File: src/core/bpc_consts.vh
// Constants for the block protection command controller
`ifndef BPC_CONSTS_VH
`define BPC_CONSTS_VH
`define BPC_ADDR_W 24
`define BPC_DATA_W 16
// APB register byte offsets
`define BPC_REG_CMD 12'h000
`define BPC_REG_ADDR 12'h004
`define BPC_REG_WDATA 12'h008
`define BPC_REG_STATUS 12'h00c
`define BPC_REG_RDATA 12'h010
`define BPC_REG_PWD01 12'h014
`define BPC_REG_PWD23 12'h018
// Command codes in the command register, bits 3:0
`define BPC_OP_ENTER_VOL 4'h1
`define BPC_OP_ENTER_NV 4'h2
`define BPC_OP_ENTER_LDB 4'h3
`define BPC_OP_ENTER_PWD 4'h4
`define BPC_OP_LOCK_BLOCK 4'h5
`define BPC_OP_FREE_BLOCK 4'h6
`define BPC_OP_ERASE_ALL 4'h7
`define BPC_OP_READ_BIT 4'h8
`define BPC_OP_PWD_PROG 4'h9
`define BPC_OP_PWD_READ 4'ha
`define BPC_OP_UNLOCK 4'hb
`define BPC_OP_EXIT 4'hc
// Status bit positions
`define BPC_ST_BUSY 0
`define BPC_ST_BAD 1
// Flash bus codes
`define BPC_A_555 24'h000555
`define BPC_A_2AA 24'h0002aa
`define BPC_D_AA 8'haa
`define BPC_D_55 8'h55
`define BPC_D_VOL 8'he0
`define BPC_D_NV 8'hc0
`define BPC_D_LDB 8'h50
`define BPC_D_PWD 8'h60
`define BPC_D_A0 8'ha0
`define BPC_D_80 8'h80
`define BPC_D_30 8'h30
`define BPC_D_90 8'h90
`define BPC_D_25 8'h25
`define BPC_D_03 8'h03
`define BPC_D_29 8'h29
// Unlock spacing in ns, and clock period in ns
`define BPC_UNLOCK_GAP_NS 1000
`define BPC_CLK_NS 10
`define BPC_UNLOCK_GAP_CYC ((`BPC_UNLOCK_GAP_NS + `BPC_CLK_NS - 1) / `BPC_CLK_NS)
// Bus cycle phase lengths in clocks
`define BPC_T_SETUP 2
`define BPC_T_PULSE 5
`define BPC_T_HOLD 2
`endif

File: src/core/bpc_apb_regs.v
// APB register file holding the controller's orders and results
`include "bpc_consts.vh"
module bpc_apb_regs (
  input wire clk,
  input wire rst_n,
  input wire ce,
  input wire psel,
  input wire penable,
  input wire pwrite,
  input wire [11:0] paddr,
  input wire [31:0] pwdata,
  output reg [31:0] prdata,
  output reg pready,
  output reg pslverr,
  output reg go_q,
  output reg [3:0] op_q,
  output reg [23:0] addr_q,
  output reg [15:0] wdata_q,
  output reg [63:0] pwd_q,
  input wire busy,
  input wire bad,
  input wire [15:0] rdata
);
  wire acc = psel && penable && ce;
  wire wr = acc && pwrite && !pready;
  wire known = paddr == `BPC_REG_CMD || paddr == `BPC_REG_ADDR ||
    paddr == `BPC_REG_WDATA || paddr == `BPC_REG_STATUS ||
    paddr == `BPC_REG_RDATA || paddr == `BPC_REG_PWD01 || paddr == `BPC_REG_PWD23;
  always @(posedge clk or negedge rst_n) begin
    if (!rst_n) begin
      prdata <= 32'h0;
      pready <= 1'b0;
      pslverr <= 1'b0;
      go_q <= 1'b0;
      op_q <= 4'h0;
      addr_q <= 24'h0;
      wdata_q <= 16'h0;
      pwd_q <= 64'h0;
    end else if (ce) begin
      go_q <= 1'b0;
      pready <= acc && !pready;
      pslverr <= acc && !pready && !known;
      if (wr) begin
        case (paddr)
          `BPC_REG_CMD: begin
            op_q <= pwdata[3:0];
            go_q <= !busy;
          end
          `BPC_REG_ADDR: addr_q <= pwdata[23:0];
          `BPC_REG_WDATA: wdata_q <= pwdata[15:0];
          `BPC_REG_PWD01: pwd_q[31:0] <= pwdata;
          `BPC_REG_PWD23: pwd_q[63:32] <= pwdata;
          default: ;
        endcase
      end
      if (acc && !pwrite && !pready) begin
        case (paddr)
          `BPC_REG_CMD: prdata <= {28'h0, op_q};
          `BPC_REG_ADDR: prdata <= {8'h0, addr_q};
          `BPC_REG_WDATA: prdata <= {16'h0, wdata_q};
          `BPC_REG_STATUS: prdata <= {30'h0, bad, busy};
          `BPC_REG_RDATA: prdata <= {16'h0, rdata};
          `BPC_REG_PWD01: prdata <= pwd_q[31:0];
          `BPC_REG_PWD23: prdata <= pwd_q[63:32];
          default: prdata <= 32'h0;
        endcase
      end
    end
  end
endmodule

File: src/core/bpc_bus_cycle.v
// One asynchronous flash bus read or write cycle, paced by clock counts
`include "bpc_consts.vh"
module bpc_bus_cycle (
  input wire clk,
  input wire rst_n,
  input wire ce,
  input wire start,
  input wire is_write,
  input wire [23:0] addr,
  input wire [15:0] wdata,
  input wire [15:0] dq_sync,
  output reg done,
  output reg [15:0] rdata,
  output reg [23:0] fl_addr,
  output reg [15:0] fl_dq_out,
  output reg fl_dq_oe,
  output reg fl_ce_n,
  output reg fl_oe_n,
  output reg fl_we_n
);
  localparam S_IDLE = 4'b0001;
  localparam S_SETUP = 4'b0010;
  localparam S_PULSE = 4'b0100;
  localparam S_HOLD = 4'b1000;
  reg [3:0] st_q;
  reg [3:0] cnt_q;
  reg wr_q;
  always @(posedge clk or negedge rst_n) begin
    if (!rst_n) begin
      st_q <= S_IDLE;
      cnt_q <= 4'h0;
      wr_q <= 1'b0;
      done <= 1'b0;
      rdata <= 16'h0;
      fl_addr <= 24'h0;
      fl_dq_out <= 16'h0;
      fl_dq_oe <= 1'b0;
      fl_ce_n <= 1'b1;
      fl_oe_n <= 1'b1;
      fl_we_n <= 1'b1;
    end else if (ce) begin
      done <= 1'b0;
      case (st_q)
        S_IDLE: if (start) begin
          wr_q <= is_write;
          fl_addr <= addr;
          fl_dq_out <= wdata;
          fl_dq_oe <= is_write;
          fl_ce_n <= 1'b0;
          cnt_q <= 4'h0;
          st_q <= S_SETUP;
        end
        S_SETUP: begin
          cnt_q <= cnt_q + 4'h1;
          if (cnt_q == `BPC_T_SETUP - 1) begin
            cnt_q <= 4'h0;
            fl_we_n <= !wr_q;
            fl_oe_n <= wr_q;
            st_q <= S_PULSE;
          end
        end
        S_PULSE: begin
          cnt_q <= cnt_q + 4'h1;
          if (cnt_q == `BPC_T_PULSE - 1) begin
            // Sample before releasing output enable; input path is synchronised
            rdata <= dq_sync;
            cnt_q <= 4'h0;
            fl_we_n <= 1'b1;
            fl_oe_n <= 1'b1;
            st_q <= S_HOLD;
          end
        end
        S_HOLD: begin
          cnt_q <= cnt_q + 4'h1;
          if (cnt_q == `BPC_T_HOLD - 1) begin
            fl_ce_n <= 1'b1;
            fl_dq_oe <= 1'b0;
            done <= 1'b1;
            st_q <= S_IDLE;
          end
        end
        default: st_q <= S_IDLE;
      endcase
    end
  end
endmodule

File: src/core/bpc_ctrl.v
// Host-side controller issuing flash block protection command sequences
//
// Local design decisions: the address map and register access over APB.
`include "bpc_consts.vh"
// What this block does
// - Volatile mode entry: 555/AA, 2AA/55, 555/E0
// - Block volatile lock: A0, then 00 at block
// - Block volatile free: A0, then 01 at block
// - Persistent mode entry ends with block/C0
// - Persistent block lock: A0, then 00 at block
// - Lock-down mode entry ends with 555/50
// - Lock-down program: A0 then 00
// - Password mode entry ends with 555/60
// - Password program: A0, word at WORD_SELECT_ADDRESS_BITS
// - Unlock: 25, 03, four words, 29
// - Unlock attempts spaced at least 1 us
// - Exit: 90 then 00 to read mode
module bpc_ctrl #(
  parameter UNLOCK_GAP = `BPC_UNLOCK_GAP_CYC
) (
  input wire clk,
  input wire rst_n,
  input wire ce,
  input wire psel,
  input wire penable,
  input wire pwrite,
  input wire [11:0] paddr,
  input wire [31:0] pwdata,
  output wire [31:0] prdata,
  output wire pready,
  output wire pslverr,
  output wire [23:0] fl_addr,
  output wire [15:0] fl_dq_out,
  output wire fl_dq_oe,
  input wire [15:0] fl_dq_in,
  output wire fl_ce_n,
  output wire fl_oe_n,
  output wire fl_we_n
);
  localparam S_IDLE = 4'b0001;
  localparam S_RUN = 4'b0010;
  localparam S_WAIT = 4'b0100;
  localparam S_NEXT = 4'b1000;

  ////////////////////////////////////////////////////////////////////////////
  // Command sequence step table: {is_write, address, data}
  function [40:0] step;
    input [3:0] op;
    input [2:0] idx;
    input [23:0] a;
    input [15:0] d;
    input [63:0] pw;
    reg [23:0] w555;
    reg [23:0] w2aa;
    begin
      w555 = `BPC_A_555;
      w2aa = `BPC_A_2AA;
      step = 41'h0;
      case (op)
        `BPC_OP_ENTER_VOL, `BPC_OP_ENTER_LDB, `BPC_OP_ENTER_PWD, `BPC_OP_ENTER_NV:
          case (idx)
            3'd0: step = {1'b1, w555, 8'h00, `BPC_D_AA};
            3'd1: step = {1'b1, w2aa, 8'h00, `BPC_D_55};
            default: begin
              if (op == `BPC_OP_ENTER_VOL)
                step = {1'b1, w555, 8'h00, `BPC_D_VOL};
              else if (op == `BPC_OP_ENTER_NV)
                step = {1'b1, a, 8'h00, `BPC_D_NV};
              else if (op == `BPC_OP_ENTER_LDB)
                step = {1'b1, w555, 8'h00, `BPC_D_LDB};
              else
                step = {1'b1, w555, 8'h00, `BPC_D_PWD};
            end
          endcase
        `BPC_OP_LOCK_BLOCK:
          // Lock-down program shares this shape with address ignored
          step = idx == 3'd0 ? {1'b1, a, 8'h00, `BPC_D_A0} :
            {1'b1, a, 16'h0000};
        `BPC_OP_FREE_BLOCK:
          step = idx == 3'd0 ? {1'b1, a, 8'h00, `BPC_D_A0} :
            {1'b1, a, 16'h0001};
        `BPC_OP_ERASE_ALL:
          step = idx == 3'd0 ? {1'b1, a, 8'h00, `BPC_D_80} :
            {1'b1, 24'h000000, 8'h00, `BPC_D_30};
        `BPC_OP_READ_BIT:
          step = {1'b0, a, 16'h0000};
        `BPC_OP_PWD_PROG:
          step = idx == 3'd0 ? {1'b1, a, 8'h00, `BPC_D_A0} :
            {1'b1, 22'h0, a[1:0], d};
        `BPC_OP_PWD_READ:
          step = {1'b0, 22'h0, idx[1:0], 16'h0000};
        `BPC_OP_UNLOCK:
          case (idx)
            3'd0: step = {1'b1, 24'h0, 8'h00, `BPC_D_25};
            3'd1: step = {1'b1, 24'h0, 8'h00, `BPC_D_03};
            3'd2: step = {1'b1, 24'h0, pw[15:0]};
            3'd3: step = {1'b1, 24'h1, pw[31:16]};
            3'd4: step = {1'b1, 24'h2, pw[47:32]};
            3'd5: step = {1'b1, 24'h3, pw[63:48]};
            default: step = {1'b1, 24'h0, 8'h00, `BPC_D_29};
          endcase
        default:
          step = idx == 3'd0 ? {1'b1, a, 8'h00, `BPC_D_90} :
            {1'b1, a, 16'h0000};
      endcase
    end
  endfunction

  function [2:0] last_idx;
    input [3:0] op;
    begin
      case (op)
        `BPC_OP_ENTER_VOL, `BPC_OP_ENTER_NV, `BPC_OP_ENTER_LDB,
        `BPC_OP_ENTER_PWD: last_idx = 3'd2;
        `BPC_OP_READ_BIT: last_idx = 3'd0;
        `BPC_OP_PWD_READ: last_idx = 3'd3;
        `BPC_OP_UNLOCK: last_idx = 3'd6;
        default: last_idx = 3'd1;
      endcase
    end
  endfunction

  ////////////////////////////////////////////////////////////////////////////
  // Registers and pin synchroniser
  wire go;
  wire [3:0] op;
  wire [23:0] addr;
  wire [15:0] wdata;
  wire [63:0] pwd;
  wire cyc_done;
  wire [15:0] cyc_rdata;
  reg [15:0] dq_s1_q;
  reg [15:0] dq_s2_q;
  reg [3:0] st_q;
  reg [3:0] op_q;
  reg [2:0] idx_q;
  reg start_q;
  reg bad_q;
  reg [15:0] rd_q;
  reg [15:0] gap_q;
  wire [40:0] cur = step(op_q, idx_q, addr, wdata, pwd);
  wire busy = st_q != S_IDLE;

  always @(posedge clk or negedge rst_n) begin
    if (!rst_n) begin
      dq_s1_q <= 16'h0;
      dq_s2_q <= 16'h0;
    end else if (ce) begin
      dq_s1_q <= fl_dq_in;
      dq_s2_q <= dq_s1_q;
    end
  end

  bpc_apb_regs u_regs (
    .clk(clk),
    .rst_n(rst_n),
    .ce(ce),
    .psel(psel),
    .penable(penable),
    .pwrite(pwrite),
    .paddr(paddr),
    .pwdata(pwdata),
    .prdata(prdata),
    .pready(pready),
    .pslverr(pslverr),
    .go_q(go),
    .op_q(op),
    .addr_q(addr),
    .wdata_q(wdata),
    .pwd_q(pwd),
    .busy(busy),
    .bad(bad_q),
    .rdata(rd_q)
  );

  bpc_bus_cycle u_cyc (
    .clk(clk),
    .rst_n(rst_n),
    .ce(ce),
    .start(start_q),
    .is_write(cur[40]),
    .addr(cur[39:16]),
    .wdata(cur[15:0]),
    .dq_sync(dq_s2_q),
    .done(cyc_done),
    .rdata(cyc_rdata),
    .fl_addr(fl_addr),
    .fl_dq_out(fl_dq_out),
    .fl_dq_oe(fl_dq_oe),
    .fl_ce_n(fl_ce_n),
    .fl_oe_n(fl_oe_n),
    .fl_we_n(fl_we_n)
  );

  ////////////////////////////////////////////////////////////////////////////
  // Sequencer
  always @(posedge clk or negedge rst_n) begin
    if (!rst_n) begin
      st_q <= S_IDLE;
      op_q <= 4'h0;
      idx_q <= 3'd0;
      start_q <= 1'b0;
      bad_q <= 1'b0;
      rd_q <= 16'h0;
      gap_q <= 16'h0;
    end else if (ce) begin
      start_q <= 1'b0;
      if (gap_q != 16'h0)
        gap_q <= gap_q - 16'h1;
      case (st_q)
        S_IDLE: if (go) begin
          if (op < `BPC_OP_ENTER_VOL || op > `BPC_OP_EXIT) begin
            bad_q <= 1'b1;
          end else if (op == `BPC_OP_UNLOCK && gap_q != 16'h0) begin
            bad_q <= 1'b1;
          end else begin
            bad_q <= 1'b0;
            op_q <= op;
            idx_q <= 3'd0;
            start_q <= 1'b1;
            st_q <= S_WAIT;
          end
        end
        S_WAIT: if (cyc_done) begin
          // Only DQ0 matters for bit reads; password reads keep all 16 bits
          if (!cur[40])
            rd_q <= op_q == `BPC_OP_READ_BIT ? {15'h0, cyc_rdata[0]} : cyc_rdata;
          if (idx_q == last_idx(op_q)) begin
            st_q <= S_IDLE;
            // Spacing counts from the end of the last write; covers settle too
            if (op_q == `BPC_OP_UNLOCK)
              gap_q <= UNLOCK_GAP[15:0];
          end else begin
            st_q <= S_NEXT;
          end
        end
        S_NEXT: begin
          idx_q <= idx_q + 3'd1;
          st_q <= S_RUN;
        end
        S_RUN: begin
          start_q <= 1'b1;
          st_q <= S_WAIT;
        end
        default: st_q <= S_IDLE;
      endcase
    end
  end
endmodule

File: config.mk
export PLATFORM = sky130hd
export DESIGN_NAME = bpc_ctrl
export DESIGN_NICKNAME = d
export VERILOG_FILES = /design/src/core/bpc_apb_regs.v /design/src/core/bpc_bus_cycle.v /design/src/core/bpc_ctrl.v
export VERILOG_INCLUDE_DIRS = /design/src /design/src/core
export SDC_FILE = /design/constraint.sdc
export NUM_CORES = 1
export LEC_CHECK = 0
export BUFFER_PORTS_ARGS = -buffer_cell sky130_fd_sc_hd__buf_4
export CAP_MARGIN = 40
export CORE_MARGIN = 3
export CORE_UTILIZATION = 59
export CTS_CLUSTER_SIZE = 25
export DETAILED_ROUTE_END_ITERATION = 8
export PLACE_DENSITY_LB_ADDON = 0.15
export SETUP_SLACK_MARGIN = 0.2
export SLEW_MARGIN = 20
export SYNTH_ARGS = -nofsm -noshare
export SYNTH_HDL_FRONTEND = slang
export SYNTH_SLANG_ARGS = --single-unit
File: constraint.sdc
create_clock -name clk -period 2.8 [get_ports clk]
set_input_delay 0.42 -clock clk [delete_from_list [all_inputs] [get_ports clk]]
set_output_delay 0.42 -clock clk [all_outputs]
set_load 0.01 [all_outputs]
Yosys cells after proc, flatten, opt, wreduce, memory -nomap -nowiden --
Index checks and enable logic that the tools add are counted.
Storage, ports and cells: input port bits 66, output and inout port bits 78, word-level logic and storage cells 188, register bits after elaboration 290
Operators by class: eq/ne operators 43, bitwise gates (word level) 3, multiplexer cells 62, add/sub/neg operators 3, $lt $le $gt $ge 2, reduce and logical (&&, ||, !) cells 46
Operators by type and width (number):
- 41-bit one-hot mux with 8 select lines | 1
- 32-bit one-hot mux with 7 select lines | 1
- 40-bit 2-to-1 mux | 4
- 18-bit one-hot mux with 6 select lines | 1
- 16-bit 2-to-1 mux | 6
- 40-bit one-hot mux with 2 select lines | 1
- 4-bit 2-to-1 mux | 12
- 4-bit one-hot mux with 4 select lines | 3
- 12-bit by 5-bit equality test with 1-bit output, second input constant | 3
- 4-bit by 3-bit equality test with 1-bit output, second input constant | 7
- 4-bit equality test, second input constant | 7
- 3-bit AND reduction | 9
- 12-bit by 4-bit equality test with 1-bit output, second input constant | 2
- 8-bit 2-to-1 mux | 3
- 5-bit AND reduction | 4
- 3-bit 2-to-1 mux | 6
- 4-bit by 1-bit equality test with 1-bit output, second input constant | 4
- 4-bit by 2-bit equality test with 1-bit output, second input constant | 4
- 1-bit 2-to-1 mux | 16
- 16-bit nonzero test | 1
- 16-bit by 1-bit subtractor with 16-bit output, second input constant | 1
- 12-bit by 3-bit equality test with 1-bit output, second input constant | 1
- 12-bit zero test | 1
- 3-bit one-hot mux with 4 select lines | 1
- other kinds (24) | 60

Logic depth before layout (Yosys ltp) --
Gate-level depths: netlist of run 1.
word-level depth 10, depth in mapped cells 9, gate-level depth less buffers 8

Cells and area by module --
From an unflattened synthesis of run 1, not the netlist that was laid out.
Unflattened totals: cells, all modules 1196, area total of the unflattened synthesis 14363.8 µm²
By module, submodules not included:
- bpc_apb_regs | instances 1, cells an instance 482, area each 6521.3 µm², sequential area each 3578.4 µm²
- bpc_ctrl | instances 1, cells an instance 513, area each 4707.0 µm², sequential area each 1928.1 µm²
- bpc_bus_cycle | instances 1, cells an instance 201, area each 3135.5 µm², sequential area each 1756.7 µm²

Worst setup path after synthesis of run 1 --
OpenSTA, ideal clock, no wires.
path type register to register, from register idx_q[1], to register u_cyc.fl_addr[0], slack 0.524 ns, data arrival time 2.139 ns, data required time 2.664 ns, period minus slack after synthesis 2.276 ns, setup time 0.136 ns, buffers on the path 2, cell stages (with the launch flop) 10, cell sequence dfrtp_1 -> ha_1 -> ha_1 -> clkbuf_1 -> or4_1 -> nand2_1 -> buf_2 -> o22ai_1 -> nor3_1 -> o21ai_0
Between the ends: cells in the longest elaborated chain, start to end 3, elaborated cells between the ends (all ways) 10, classes of those cells eq/ne: 5; mux: 4; reduce/logical: 1
RTL lines:
- start, declared | RTL line bpc_ctrl.v:136 | reg [2:0] idx_q;
- start signal, assigned | RTL line bpc_ctrl.v:238 | idx_q <= idx_q + 3'd1;
- 3-bit equality test (tied with other cells) | RTL line bpc_ctrl.v:93 | case (idx)
- 18-bit one-hot mux with 6 select lines (tied with other cells) | RTL line bpc_ctrl.v:93
- 41-bit one-hot mux with 8 select lines * | RTL line bpc_ctrl.v:59 | case (op)
- end signal, assigned | RTL line bpc_bus_cycle.v:46 | fl_addr <= addr;
- end, declared | RTL line bpc_bus_cycle.v:14 | output reg [23:0] fl_addr,
Mark *: on every way between the ends. The rest lies on a longest branch, timed or not. A chain may end at the register's enable or synchronous reset.

Final worst setup path of run 1 --
from register idx_q[1], to register u_cyc.fl_dq_out[2]
Between the ends: cells in the longest elaborated chain, start to end 3, elaborated cells between the ends (all ways) 10, classes of those cells eq/ne: 5; mux: 4; reduce/logical: 1
RTL lines:
- 3-bit equality test (tied with other cells) | RTL line bpc_ctrl.v:93
- 18-bit one-hot mux with 6 select lines (tied with other cells) | RTL line bpc_ctrl.v:93
- 41-bit one-hot mux with 8 select lines * | RTL line bpc_ctrl.v:59
- end signal, assigned | RTL line bpc_bus_cycle.v:47 | fl_dq_out <= wdata;
- end, declared | RTL line bpc_bus_cycle.v:15 | output reg [15:0] fl_dq_out,
Marked as above.

==> results of run 1 <==
-- sequential cells by signal, summed over array words and instances, names as in the netlist, 16 cells and up --
| name | flops |
|---|---|
| u_regs.addr_q | 24 |
| dq_s1_q | 16 |
| dq_s2_q | 16 |
| u_cyc.rdata | 16 |
| u_regs.pwd_q | 64 |
| u_regs.prdata | 32 |
| u_regs.wdata_q | 16 |
| u_cyc.fl_addr | 24 |
| gap_q | 16 |
| u_cyc.fl_dq_out | 16 |
| rd_q | 16 |
-- per-stage QoR --
step | power [W] | setup WS, ns | hold WS (ns)
global placement | 0.005071 | 0.09242 | 0.3754
CTS | 0.009723 | 0.2232 | 0.06183
global route | 0.009973 | 0.1654 | 0.07694
floorplan | 0.004764 | 0.5242 | 0.1244
finish | 0.009678 | 0.2923 | 0.07958
detailed placement | 0.005093 | 0.09509 | 0.3723
-- worst paths after layout --
path / startpoint / end / slack (ns) / cells past startpoint
worst max-delay path: idx_q[1] / u_cyc.fl_dq_out[2] / 0.29 / 8
worst min-delay path: fl_dq_in[5] / dq_s1_q[5] / 0.08 / 2
worst max register to register: idx_q[1] / u_cyc.fl_dq_out[2] / 0.29 / 8
worst min register to register: u_cyc.fl_ce_n / u_cyc.fl_ce_n / 0.46 / 2
max in group asynchronous: rst_n / st_q[0] / 1.59 / 3
min in group asynchronous: rst_n / u_regs.pwd_q[30] / 0.37 / 2
-- critical path, stage by stage, from the launching register on --
cell and delay, ns:
dfrtp_2 0.46, inv_1 0.10, ha_1 0.33, or4_1 0.64, nand2_2 0.20, buf_4 0.23
a31oi_1 0.06, a211oi_1 0.23, o21ai_0 0.13
-- power groups by stage --
stage                     Combinational [W]  Sequential, W  Clock, W
after CTS                          0.000599        0.00442   0.00470
after global routing               0.000660        0.00444   0.00487
after global placement             0.000580        0.00449         0
final                              0.000594        0.00442   0.00466
after floorplan                    0.000273        0.00449         0
after detailed placement           0.000596        0.00450         0
-- timing repair --
item	in CTS	in global routing
setup endpoints to repair	2	24
hold buffers	1	0
pin swaps	0	0
endpoints found under the hold margin	50	0
gates resized for setup	2	4
-- layout make-up --
type                       count  area (um^2)
inverter                      23        86.33
clock inverter                16        300.3
fill                        1542         5887
sequential                   290         7266
multi-input combinational    838         5878
timing repair buffer         200         1578
clock buffer                  41        883.3
tap                          280        350.3
-- logic make-up (layout without fill, tap and decap cells) --
logic type	count (synthesis)	after routing
AOI/OAI and AO/OA	272	272
xor gates and xnor gates	17	17
adders and majority gates	9	9
buffers and inverters	101	280
DFF	290	290
muxes	200	200
and+or+nand+nor	340	340
-- Yosys cell counts (all sizes together) (3+ instances only) --
cell type	instances	area share (%)
o211ai	5	0.28
mux2	163	14
inv	23	0.64
o21ai	82	3.0
mux4	3	0.50
and2	5	0.23
mux2i	34	2.5
a22oi	26	1.4
a221oi	12	0.77
o2bb2ai	5	0.32
nand3	28	1.0
dfstp	5	0.97
or3	3	0.14
and4	3	0.19
buf	25	1.2
and3	9	0.41
xnor2	10	0.65
a222oi	3	0.22
nor2b	6	0.28
a211oi	7	0.42
a31oi	7	0.32
nand2b	20	0.92
o21a	4	0.22
nor4	14	0.85
nor3	17	0.66
or4	3	0.17
nand4	6	0.28
clkbuf	53	1.5
nor2	96	2.7
a21oi	61	2.3
xor2	7	0.45
ha	9	0.83
dfrtp	285	53
nand2	118	3.3
o22ai	19	0.88
a22o	16	1.0
-- routing by layer --
metal / vias up / wire length [um] / track usage (%)
met1: 5199 / 16380 / 43.13
met5: - / 0 / 0
met4: 0 / 1210 / 9.050
li1: 4755 / - / -
met2: 388 / 16760 / 46.20
met3: 77 / 2177 / 3.855
==> results.sh, run 1 <==
export IMPL_root_buffer="clkbuf_16"
export IMPL_dr_total_vias=10420
export IMPL_finClkSkew_ns=0.006325
export IMPL_slew_violations=0
export IMPL_post_cts_buffers=0
export IMPL_grt_pass1_vias=10180
export IMPL_die_area_mm2=0.02485
export IMPL_rsz0062_at_grt="true"
export IMPL_p_int_w=0.007567
export IMPL_timing_fmax_ghz=0.3988
export IMPL_critPathMaxFanout=9
export IMPL_dominantRegCellSynth="dfrtp_1"
export IMPL_placed_cells=1629
export IMPL_synth_top_family_by_area="multiplexers"
export IMPL_combPwrFrac_pct=6.1
export IMPL_antenna_cells=0
export IMPL_cap_violations=0
export IMPL_port_buffers=143
export IMPL_synth_enable_flop_cells=0
export IMPL_rows=54
export IMPL_power_leakage_nw=7.728
export IMPL_drt_iter0_markers=788
export IMPL_tns_ns=0
export IMPL_synth_simple_area_share_pct=11.91
export IMPL_grt_pass1_wl_um=57080
export IMPL_start_util_pct=61.04
export IMPL_routabilityCongestion=0.8894
export IMPL_core_area_mm2=0.02223
export IMPL_fin_cells=1688
export IMPL_hold_path_class="in2reg"
export IMPL_synth_area_mm2=0.01357
export IMPL_maxSlewHeadroom_pct=49.47
export IMPL_fin_util_pct=73.52
export IMPL_cts_sinks=290
export IMPL_antenna_found_initial=0
export IMPL_status="completed"
export IMPL_required_ns=3.24
export IMPL_cts_buffers=31
export IMPL_final_cell_mix="dfrtp_1 (283), buf_4 (192), mux2_2 (163), nand2_1 (116), nor2_1 (94)"
export IMPL_worst_slew_pin_transition_ns=0.7510
export IMPL_area_growth_pct=20.44
export IMPL_synth_compound_area_share_pct=12.85
export IMPL_cts_tree="built"
export IMPL_synthMuxAreaShare_pct=16.53
export IMPL_synth_nets=1304
export IMPL_hold_viol_final=0
export IMPL_synthAdderAreaFrac_pct=0.8300
export IMPL_setup_worst_path_start_class="register"
export IMPL_pin_count=144
export IMPL_cts_path_max_buffers=3
export IMPL_crit_type="reg2reg"
export IMPL_grt_max_degree=84
export IMPL_chipWidth_um=157.6
export IMPL_ys_seq_elements=290
export IMPL_grt_overflow=0
export IMPL_clk_latency_ns=0.57
export IMPL_clockPowerShare_pct=48.2
export IMPL_die_y_um=157.6
export IMPL_min_period_ns=2.508
export IMPL_fin_crit_sh_pct=89.56
export IMPL_route_detailed_wl_per_inst_um=21.64
export IMPL_placed_area_mm2=0.01513
export IMPL_drc=0
export IMPL_ys_types=72
export IMPL_drive_gt1_share_pct=31.25
export IMPL_p_per_area_mw_per_mm2=592.2
export IMPL_pwr_share_seq_pct=45.7
export IMPL_power_switching_w=0.002110
export IMPL_dr_pass1_iters=5
export IMPL_synth_cells=1229
export IMPL_async_reset_ff_share_pct=100.0
export IMPL_stdcell_area_mm2=0.01634
export IMPL_synthXorXnorAreaFrac_pct=1.097
export IMPL_switching_share_pct=21.81
export IMPL_wirelength_um=36530
export IMPL_final_nets=1459
export IMPL_ant_nets=0
export IMPL_ys_warnings_count=0
export IMPL_dp_hpwl_um=25600
export IMPL_viasPerCell=6.172
export IMPL_ir_drop_v=0.0005858
export IMPL_grt_use_total_pct=29.38
export IMPL_cp_arrival_ns=2.94
export IMPL_clk_pin_slew_worst_paths_ns=0.06
export IMPL_ys_seq_area_share_pct=53.53
export IMPL_synth_area_per_cell_um2=11.04
export IMPL_final_common_cell="dfrtp_1"
export IMPL_h_tree_depth=1
export IMPL_finalSetupViolCount=0
export IMPL_critPathCaptureType="register"
(Power assumes the default switching activity.)
==> inputs of run 2 (changes only) <==
--- a/config.mk
+++ b/config.mk
@@ -9,7 +9,7 @@
 export BUFFER_PORTS_ARGS = -buffer_cell sky130_fd_sc_hd__buf_4
 export CAP_MARGIN = 40
 export CORE_MARGIN = 3
-export CORE_UTILIZATION = 59
+export CORE_UTILIZATION = 64
 export CTS_CLUSTER_SIZE = 25
 export DETAILED_ROUTE_END_ITERATION = 8
 export PLACE_DENSITY_LB_ADDON = 0.15
==> constraint.sdc (replaced) <==
create_clock -name clk -period 3.1 [get_ports clk]
set_input_delay 0.465 -clock clk [delete_from_list [all_inputs] [get_ports clk]]
set_output_delay 0.465 -clock clk [all_outputs]
set_load 0.01 [all_outputs]
==> run 2 against run 1 <==
Against the previous run:
- sequential share of layout area is 0.92 points higher
- power is 17% lower
- flip-flop and latch count stayed put
- core utilization is 4.3 points higher
- setup slack better by 0.24 ns
- first-iteration DRC count is 27% higher
- via count is 1.6% higher
- critical path type unchanged
- critical endpoint unchanged
- highest routed layer unchanged
==> results.sh, run 2 (synthesized netlist as in run 1, its figures left out) <==
export IMPL_slowest_delay_ns=0.62
export IMPL_antenna_cells=0
export IMPL_ant_nets=0
export IMPL_fin_cells=1669
export IMPL_post_cts_buffers=0
export IMPL_reg_largest_list="u_regs.pwd_q (64), u_regs.prdata (32)"
export IMPL_finalPower_w=0.008044
export IMPL_cts_sinks=290
export IMPL_cts_hold_buf=1
export IMPL_antenna_found_initial=0
export IMPL_die_area_mm2=0.02298
export IMPL_dr_pass1_iters=8
export IMPL_final_common_cell="dfrtp_1"
export IMPL_crit_start="idx_q[1]"
export IMPL_chipWidth_um=151.6
export IMPL_power_leakage_nw=7.574
export IMPL_clk_latency_ns=0.56
export IMPL_fillers=1385
export IMPL_routabilityCongestion=0.9345
export IMPL_drive_gt1_share_pct=29.88
export IMPL_cts_tree="built"
export IMPL_critPathCaptureType="register"
export IMPL_r2r_start="idx_q[1]"
export IMPL_viasPerCell=6.342
export IMPL_rrSetupSlack_ns=0.53
export IMPL_tns_ns=0
export IMPL_largest_register="u_regs.pwd_q"
export IMPL_grt_max_degree=87
export IMPL_setup_worst_path_start_class="register"
export IMPL_timing_fmax_ghz=0.3888
export IMPL_crit_type="reg2reg"
export IMPL_rsz0062_at_grt="false"
export IMPL_route_detailed_wl_per_inst_um=22.50
export IMPL_cts_buffers=29
export IMPL_maxSlewHeadroom_pct=42.28
export IMPL_pin_count=144
export IMPL_cap_violations=0
export IMPL_final_nets=1451
export IMPL_h_tree_depth=1
export IMPL_root_buffer="clkbuf_16"
export IMPL_final_cell_mix="dfrtp_1 (285), buf_4 (189), mux2_2 (163), nand2_1 (118), nor2_1 (94)"
export IMPL_finClkSkew_ns=0.01440
export IMPL_dr_total_vias=10580
export IMPL_drc=0
export IMPL_critPathMaxFanout=13
export IMPL_grt_pass1_vias=10610
export IMPL_min_period_ns=2.572
export IMPL_path_cells="inv_1 > ha_1 > or4_1 > nand2_1 > buf_4 > a31oi_1 > a211oi_1 > o21ai_0"
export IMPL_rows=52
export IMPL_grt_pass1_wl_um=58510
export IMPL_worst_slew_pin_transition_ns=0.8579
export IMPL_hp_start="fl_dq_in[15]"
export IMPL_p_per_area_mw_per_mm2=502.6
export IMPL_fin_crit_sh_pct=82.96
export IMPL_slew_violations=0
export IMPL_placed_cells=1614
export IMPL_largest_reg_flops=64
export IMPL_port_buffers=143
export IMPL_start_util_pct=65.99
export IMPL_clk_pin_slew_worst_paths_ns=0.06
export IMPL_die_y_um=151.6
export IMPL_wirelength_um=37550
export IMPL_cp_arrival_ns=3.00
export IMPL_cp_slowest_cell="or4_1"
export IMPL_ir_drop_v=0.0005205
export IMPL_grt_overflow=0
export IMPL_core_area_mm2=0.02056
export IMPL_dp_hpwl_um=26320
export IMPL_area_growth_pct=17.95
export IMPL_cts_resized=0
export IMPL_grt_use_total_pct=32.75
export IMPL_hold_viol_final=0
export IMPL_status="completed"
export IMPL_required_ns=3.53
export IMPL_cts_path_max_buffers=3
export IMPL_hold_path_class="in2reg"
export IMPL_finalSetupViolCount=0
export IMPL_drt_iter0_markers=998
==> run 2: cell types whose count changed in the layout (fill, tap and decap cells not counted), sizes merged <==
cell      before  now
clkbuf        41   44
bufinv         8    2
clkinv         5    6
clkinvlp       2    1
buf          199  193
==> run 2: final cells by class <==
class / instances / area [um^2] / area share [%]
flip-flops and latches: 290 / 7263 / 45.38
multi-input cells: 838 / 5863 / 36.64
repair buffers: 194 / 1504 / 9.397
clock buffers: 44 / 832.0 / 5.199
well taps: 270 / 337.8 / 2.111
clock inverters: 10 / 117.6 / 0.7349
inverters: 23 / 86.33 / 0.5394
==> run 2: worst paths after layout <==
path                            depth (start not counted)                  to
worst max-delay path                                    8  u_cyc.fl_dq_out[2]
worst min-delay path                                    2         dq_s1_q[15]
worst max register to register                          8  u_cyc.fl_dq_out[2]
worst min register to register                          2             rd_q[0]
max in group asynchronous                               3             st_q[0]
min in group asynchronous                               2   u_regs.prdata[30]
==> run 2: power by group <==
part | leakage [nW] | internal [W] | switching [W]
Clock | 0.467 | 0.00202 | 0.00149
Sequential | 3.92 | 0.00391 | 0.0000823
Combinational | 3.18 | 0.000248 | 0.000290
==> run 2: stage by stage <==
stage | setup WS (ns) | hold slack [ns] | cell area, um^2 | util, %
finish | 0.5281 | 0.1415 | 16000 | 77.84
global route | 0.2969 | 0.1285 | 16000 | 77.84
CTS | 0.5572 | 0.1260 | 16000 | 77.84
detailed placement | 0.4835 | 0.4674 | 15040 | 73.17
global placement | 0.5519 | 0.4534 | 15040 | 73.17
floorplan | 0.8170 | 0.1694 | 13570 | -
==> run 2: layer usage <==
metal	vias up	part of all wire (%)	GRT usage, %
met5	-	0	0
met4	0	3.5	10.69
met3	90	8.9	5.175
met2	523	46	51.97
met1	5240	41	46.87
li1	4731	-	-
==> run 2: worst max-delay path, delay by kind of cell, from the launching register on <==
kind | cells | cell delay, ns
simple gates | 2 | 0.85
flops | 1 | 0.51
buf+inv | 2 | 0.38
compound gates | 3 | 0.37
fa+ha+maj | 1 | 0.35
==> inputs of run 3 (changes only) <==
--- a/config.mk
+++ b/config.mk
@@ -9,7 +9,7 @@
 export BUFFER_PORTS_ARGS = -buffer_cell sky130_fd_sc_hd__buf_4
 export CAP_MARGIN = 40
 export CORE_MARGIN = 3
-export CORE_UTILIZATION = 64
+export CORE_UTILIZATION = 59
 export CTS_CLUSTER_SIZE = 25
 export DETAILED_ROUTE_END_ITERATION = 8
 export PLACE_DENSITY_LB_ADDON = 0.15
==> constraint.sdc (replaced) <==
create_clock -name clk -period 2.6 [get_ports clk]
set_input_delay 0.39 -clock clk [delete_from_list [all_inputs] [get_ports clk]]
set_output_delay 0.39 -clock clk [all_outputs]
set_load 0.01 [all_outputs]
==> run 3 against run 2 <==
Against the previous run:
- global-route usage shrank 2.5 points
- core utilization shrank 4.2 points
- clock power grew 32%
- largest cell class unchanged
==> results.sh, run 3 (synthesized netlist as in run 1, its figures left out) <==
export IMPL_cts_buffers=30
export IMPL_combPwrFrac_pct=6.4
export IMPL_fin_crit_sh_pct=88.15
export IMPL_route_detailed_wl_per_inst_um=22.18
export IMPL_post_cts_buffers=0
export IMPL_slew_violations=0
export IMPL_root_buffer="clkbuf_16"
export IMPL_placed_area_mm2=0.01524
export IMPL_die_y_um=157.6
export IMPL_critPathMaxFanout=9
export IMPL_required_ns=3.05
export IMPL_cap_violations=0
export IMPL_grt_pass1_wl_um=58740
export IMPL_tns_ns=0
export IMPL_finClkSkew_ns=0.02183
export IMPL_p_int_w=0.007790
export IMPL_cts_path_max_buffers=3
export IMPL_p_per_area_mw_per_mm2=613.9
export IMPL_clk_latency_ns=0.58
export IMPL_wirelength_um=37680
export IMPL_final_nets=1471
export IMPL_critPathCaptureType="register"
export IMPL_ant_nets=0
export IMPL_area_growth_pct=20.68
export IMPL_rsz0062_at_grt="false"
export IMPL_largest_reg_flops=64
export IMPL_met3_length_um=2954
export IMPL_finalSetupViolCount=0
export IMPL_cp_arrival_ns=2.74
export IMPL_pwr_share_seq_pct=47.4
export IMPL_worst_slew_pin_transition_ns=0.6042
export IMPL_largest_register="u_regs.pwd_q"
export IMPL_ir_drop_v=0.0008304
export IMPL_hold_path_class="in2reg"
export IMPL_die_area_mm2=0.02485
export IMPL_grt_use_total_pct=30.26
export IMPL_rows=54
export IMPL_h_tree_depth=1
export IMPL_cts_tree="built"
export IMPL_hold_viol_final=0
export IMPL_slowest_delay_ns=0.54
export IMPL_status="completed"
export IMPL_grt_max_degree=80
export IMPL_wl_met2_um=17610
export IMPL_pin_count=144
export IMPL_port_buffers=143
export IMPL_antenna_cells=0
export IMPL_drive_gt1_share_pct=31.92
export IMPL_antenna_found_initial=0
export IMPL_maxSlewHeadroom_pct=59.41
export IMPL_cp_slowest_cell="or4_1"
export IMPL_grt_pass1_vias=10610
export IMPL_min_period_ns=2.292
export IMPL_drc=0
export IMPL_crit_path_frequent_cell="ha_1"
export IMPL_reg_largest_list="u_regs.pwd_q (64), u_regs.prdata (32)"
export IMPL_crit_type="reg2reg"
export IMPL_path_buf_inv=1
export IMPL_power_switching_w=0.002261
export IMPL_drt_iter0_markers=852
export IMPL_final_common_cell="dfrtp_1"
export IMPL_chipWidth_um=157.6
export IMPL_grt_overflow=0
export IMPL_routabilityCongestion=0.8999
export IMPL_timing_fmax_ghz=0.4363
export IMPL_cts_sinks=290
export IMPL_setup_worst_path_start_class="register"
export IMPL_wl_met1_um=15970
export IMPL_switching_share_pct=22.49
export IMPL_dp_hpwl_um=26160
export IMPL_start_util_pct=61.04
export IMPL_core_area_mm2=0.02223
export IMPL_clockPowerShare_pct=46.2
export IMPL_top_layer_used="met4"
export IMPL_crit_family="simple AND/OR/NAND/NOR gates"
export IMPL_path_cells="ha_1 > ha_1 > or4_1 > nand2_2 > buf_4 > a31oi_1 > a211oi_1 > o21ai_0"
export IMPL_clk_pin_slew_worst_paths_ns=0.06
export IMPL_dr_pass1_iters=6
export IMPL_stdcell_area_mm2=0.01637
export IMPL_power_leakage_nw=7.752
export IMPL_viasPerCell=6.281
export IMPL_final_cell_mix="dfrtp_1 (284), buf_4 (203), mux2_2 (163), nand2_1 (116), nor2_1 (94)"
export IMPL_dr_total_vias=10670
## run 3: changes by cell type in the layout (fill, tap and decap cells not counted), moves of 3 or more
cell,previous run,this run
buf_4,189,203
clkbuf_1,10,4
buf_12,3,6
bufinv_16,2,5
## run 3: repair_timing
action	CTS	global route
hold endpoints to repair	58	0
hold buffers	1	0
endpoints found under the setup margin	1	38
gates resized for setup	1	8
## run 3: power groups by stage
stage / clock network, W / registers [W] / logic (W)
3_3_place_gp: 0 / 0.00484 / 0.000631
5_1_grt: 0.00486 / 0.00478 / 0.000721
3_5_place_dp: 0 / 0.00484 / 0.000648
4_1_cts: 0.00468 / 0.00477 / 0.000654
2_1_floorplan: 0 / 0.00484 / 0.000294
6_report: 0.00464 / 0.00476 / 0.000647
## run 3: worst paths after layout
path / start / slack (ns) / endpoint / depth (start not counted)
worst min-delay path: fl_dq_in[11] / 0.04 / dq_s1_q[11] / 2
worst max-delay path: idx_q[0] / 0.31 / u_cyc.fl_dq_out[2] / 8
max in group asynchronous: rst_n / 1.37 / u_cyc.fl_oe_n / 3
worst min register to register: u_cyc.fl_ce_n / 0.47 / u_cyc.fl_ce_n / 2
min in group asynchronous: rst_n / 0.35 / u_regs.pwd_q[25] / 2
worst max register to register: idx_q[0] / 0.31 / u_cyc.fl_dq_out[2] / 8
## run 3: area by class of cell
cell class / count / area, um^2
Clock buffer: 41 / 862.1
Fill cell: 1543 / 5856
Multi-Input combinational cell: 838 / 5889
Inverter: 23 / 86.33
Timing Repair Buffer: 213 / 1695
Clock inverter: 14 / 225.2
Sequential cell: 290 / 7264
Tap cell: 280 / 350.3
## run 3: per-stage QoR
| stage | std cells | hold slack [ns] | power, W | util [%] | worst slack [ns] |
|---|---|---|---|---|---|
| 6_report | 1699 | 0.04377 | 0.01005 | 73.66 | 0.3082 |
| 4_1_cts | 1698 | 0.02480 | 0.01010 | 73.49 | 0.2086 |
| 3_3_place_gp | 1642 | 0.3656 | 0.005467 | 68.55 | 0.1851 |
| 5_1_grt | 1699 | 0.03549 | 0.01036 | 73.66 | 0.2041 |
| 2_1_floorplan | 1229 | 0.09441 | 0.005130 | - | 0.3242 |
| 3_5_place_dp | 1642 | 0.3631 | 0.005491 | 68.55 | 0.08128 |
## run 3: layer usage
layer / GRT usage, % / vias to the layer above
met4: 9.215 / 0
met5: 0 / -
met1: 42.96 / 5358
li1: - / 4764
met3: 5.139 / 83
met2: 48.42 / 466
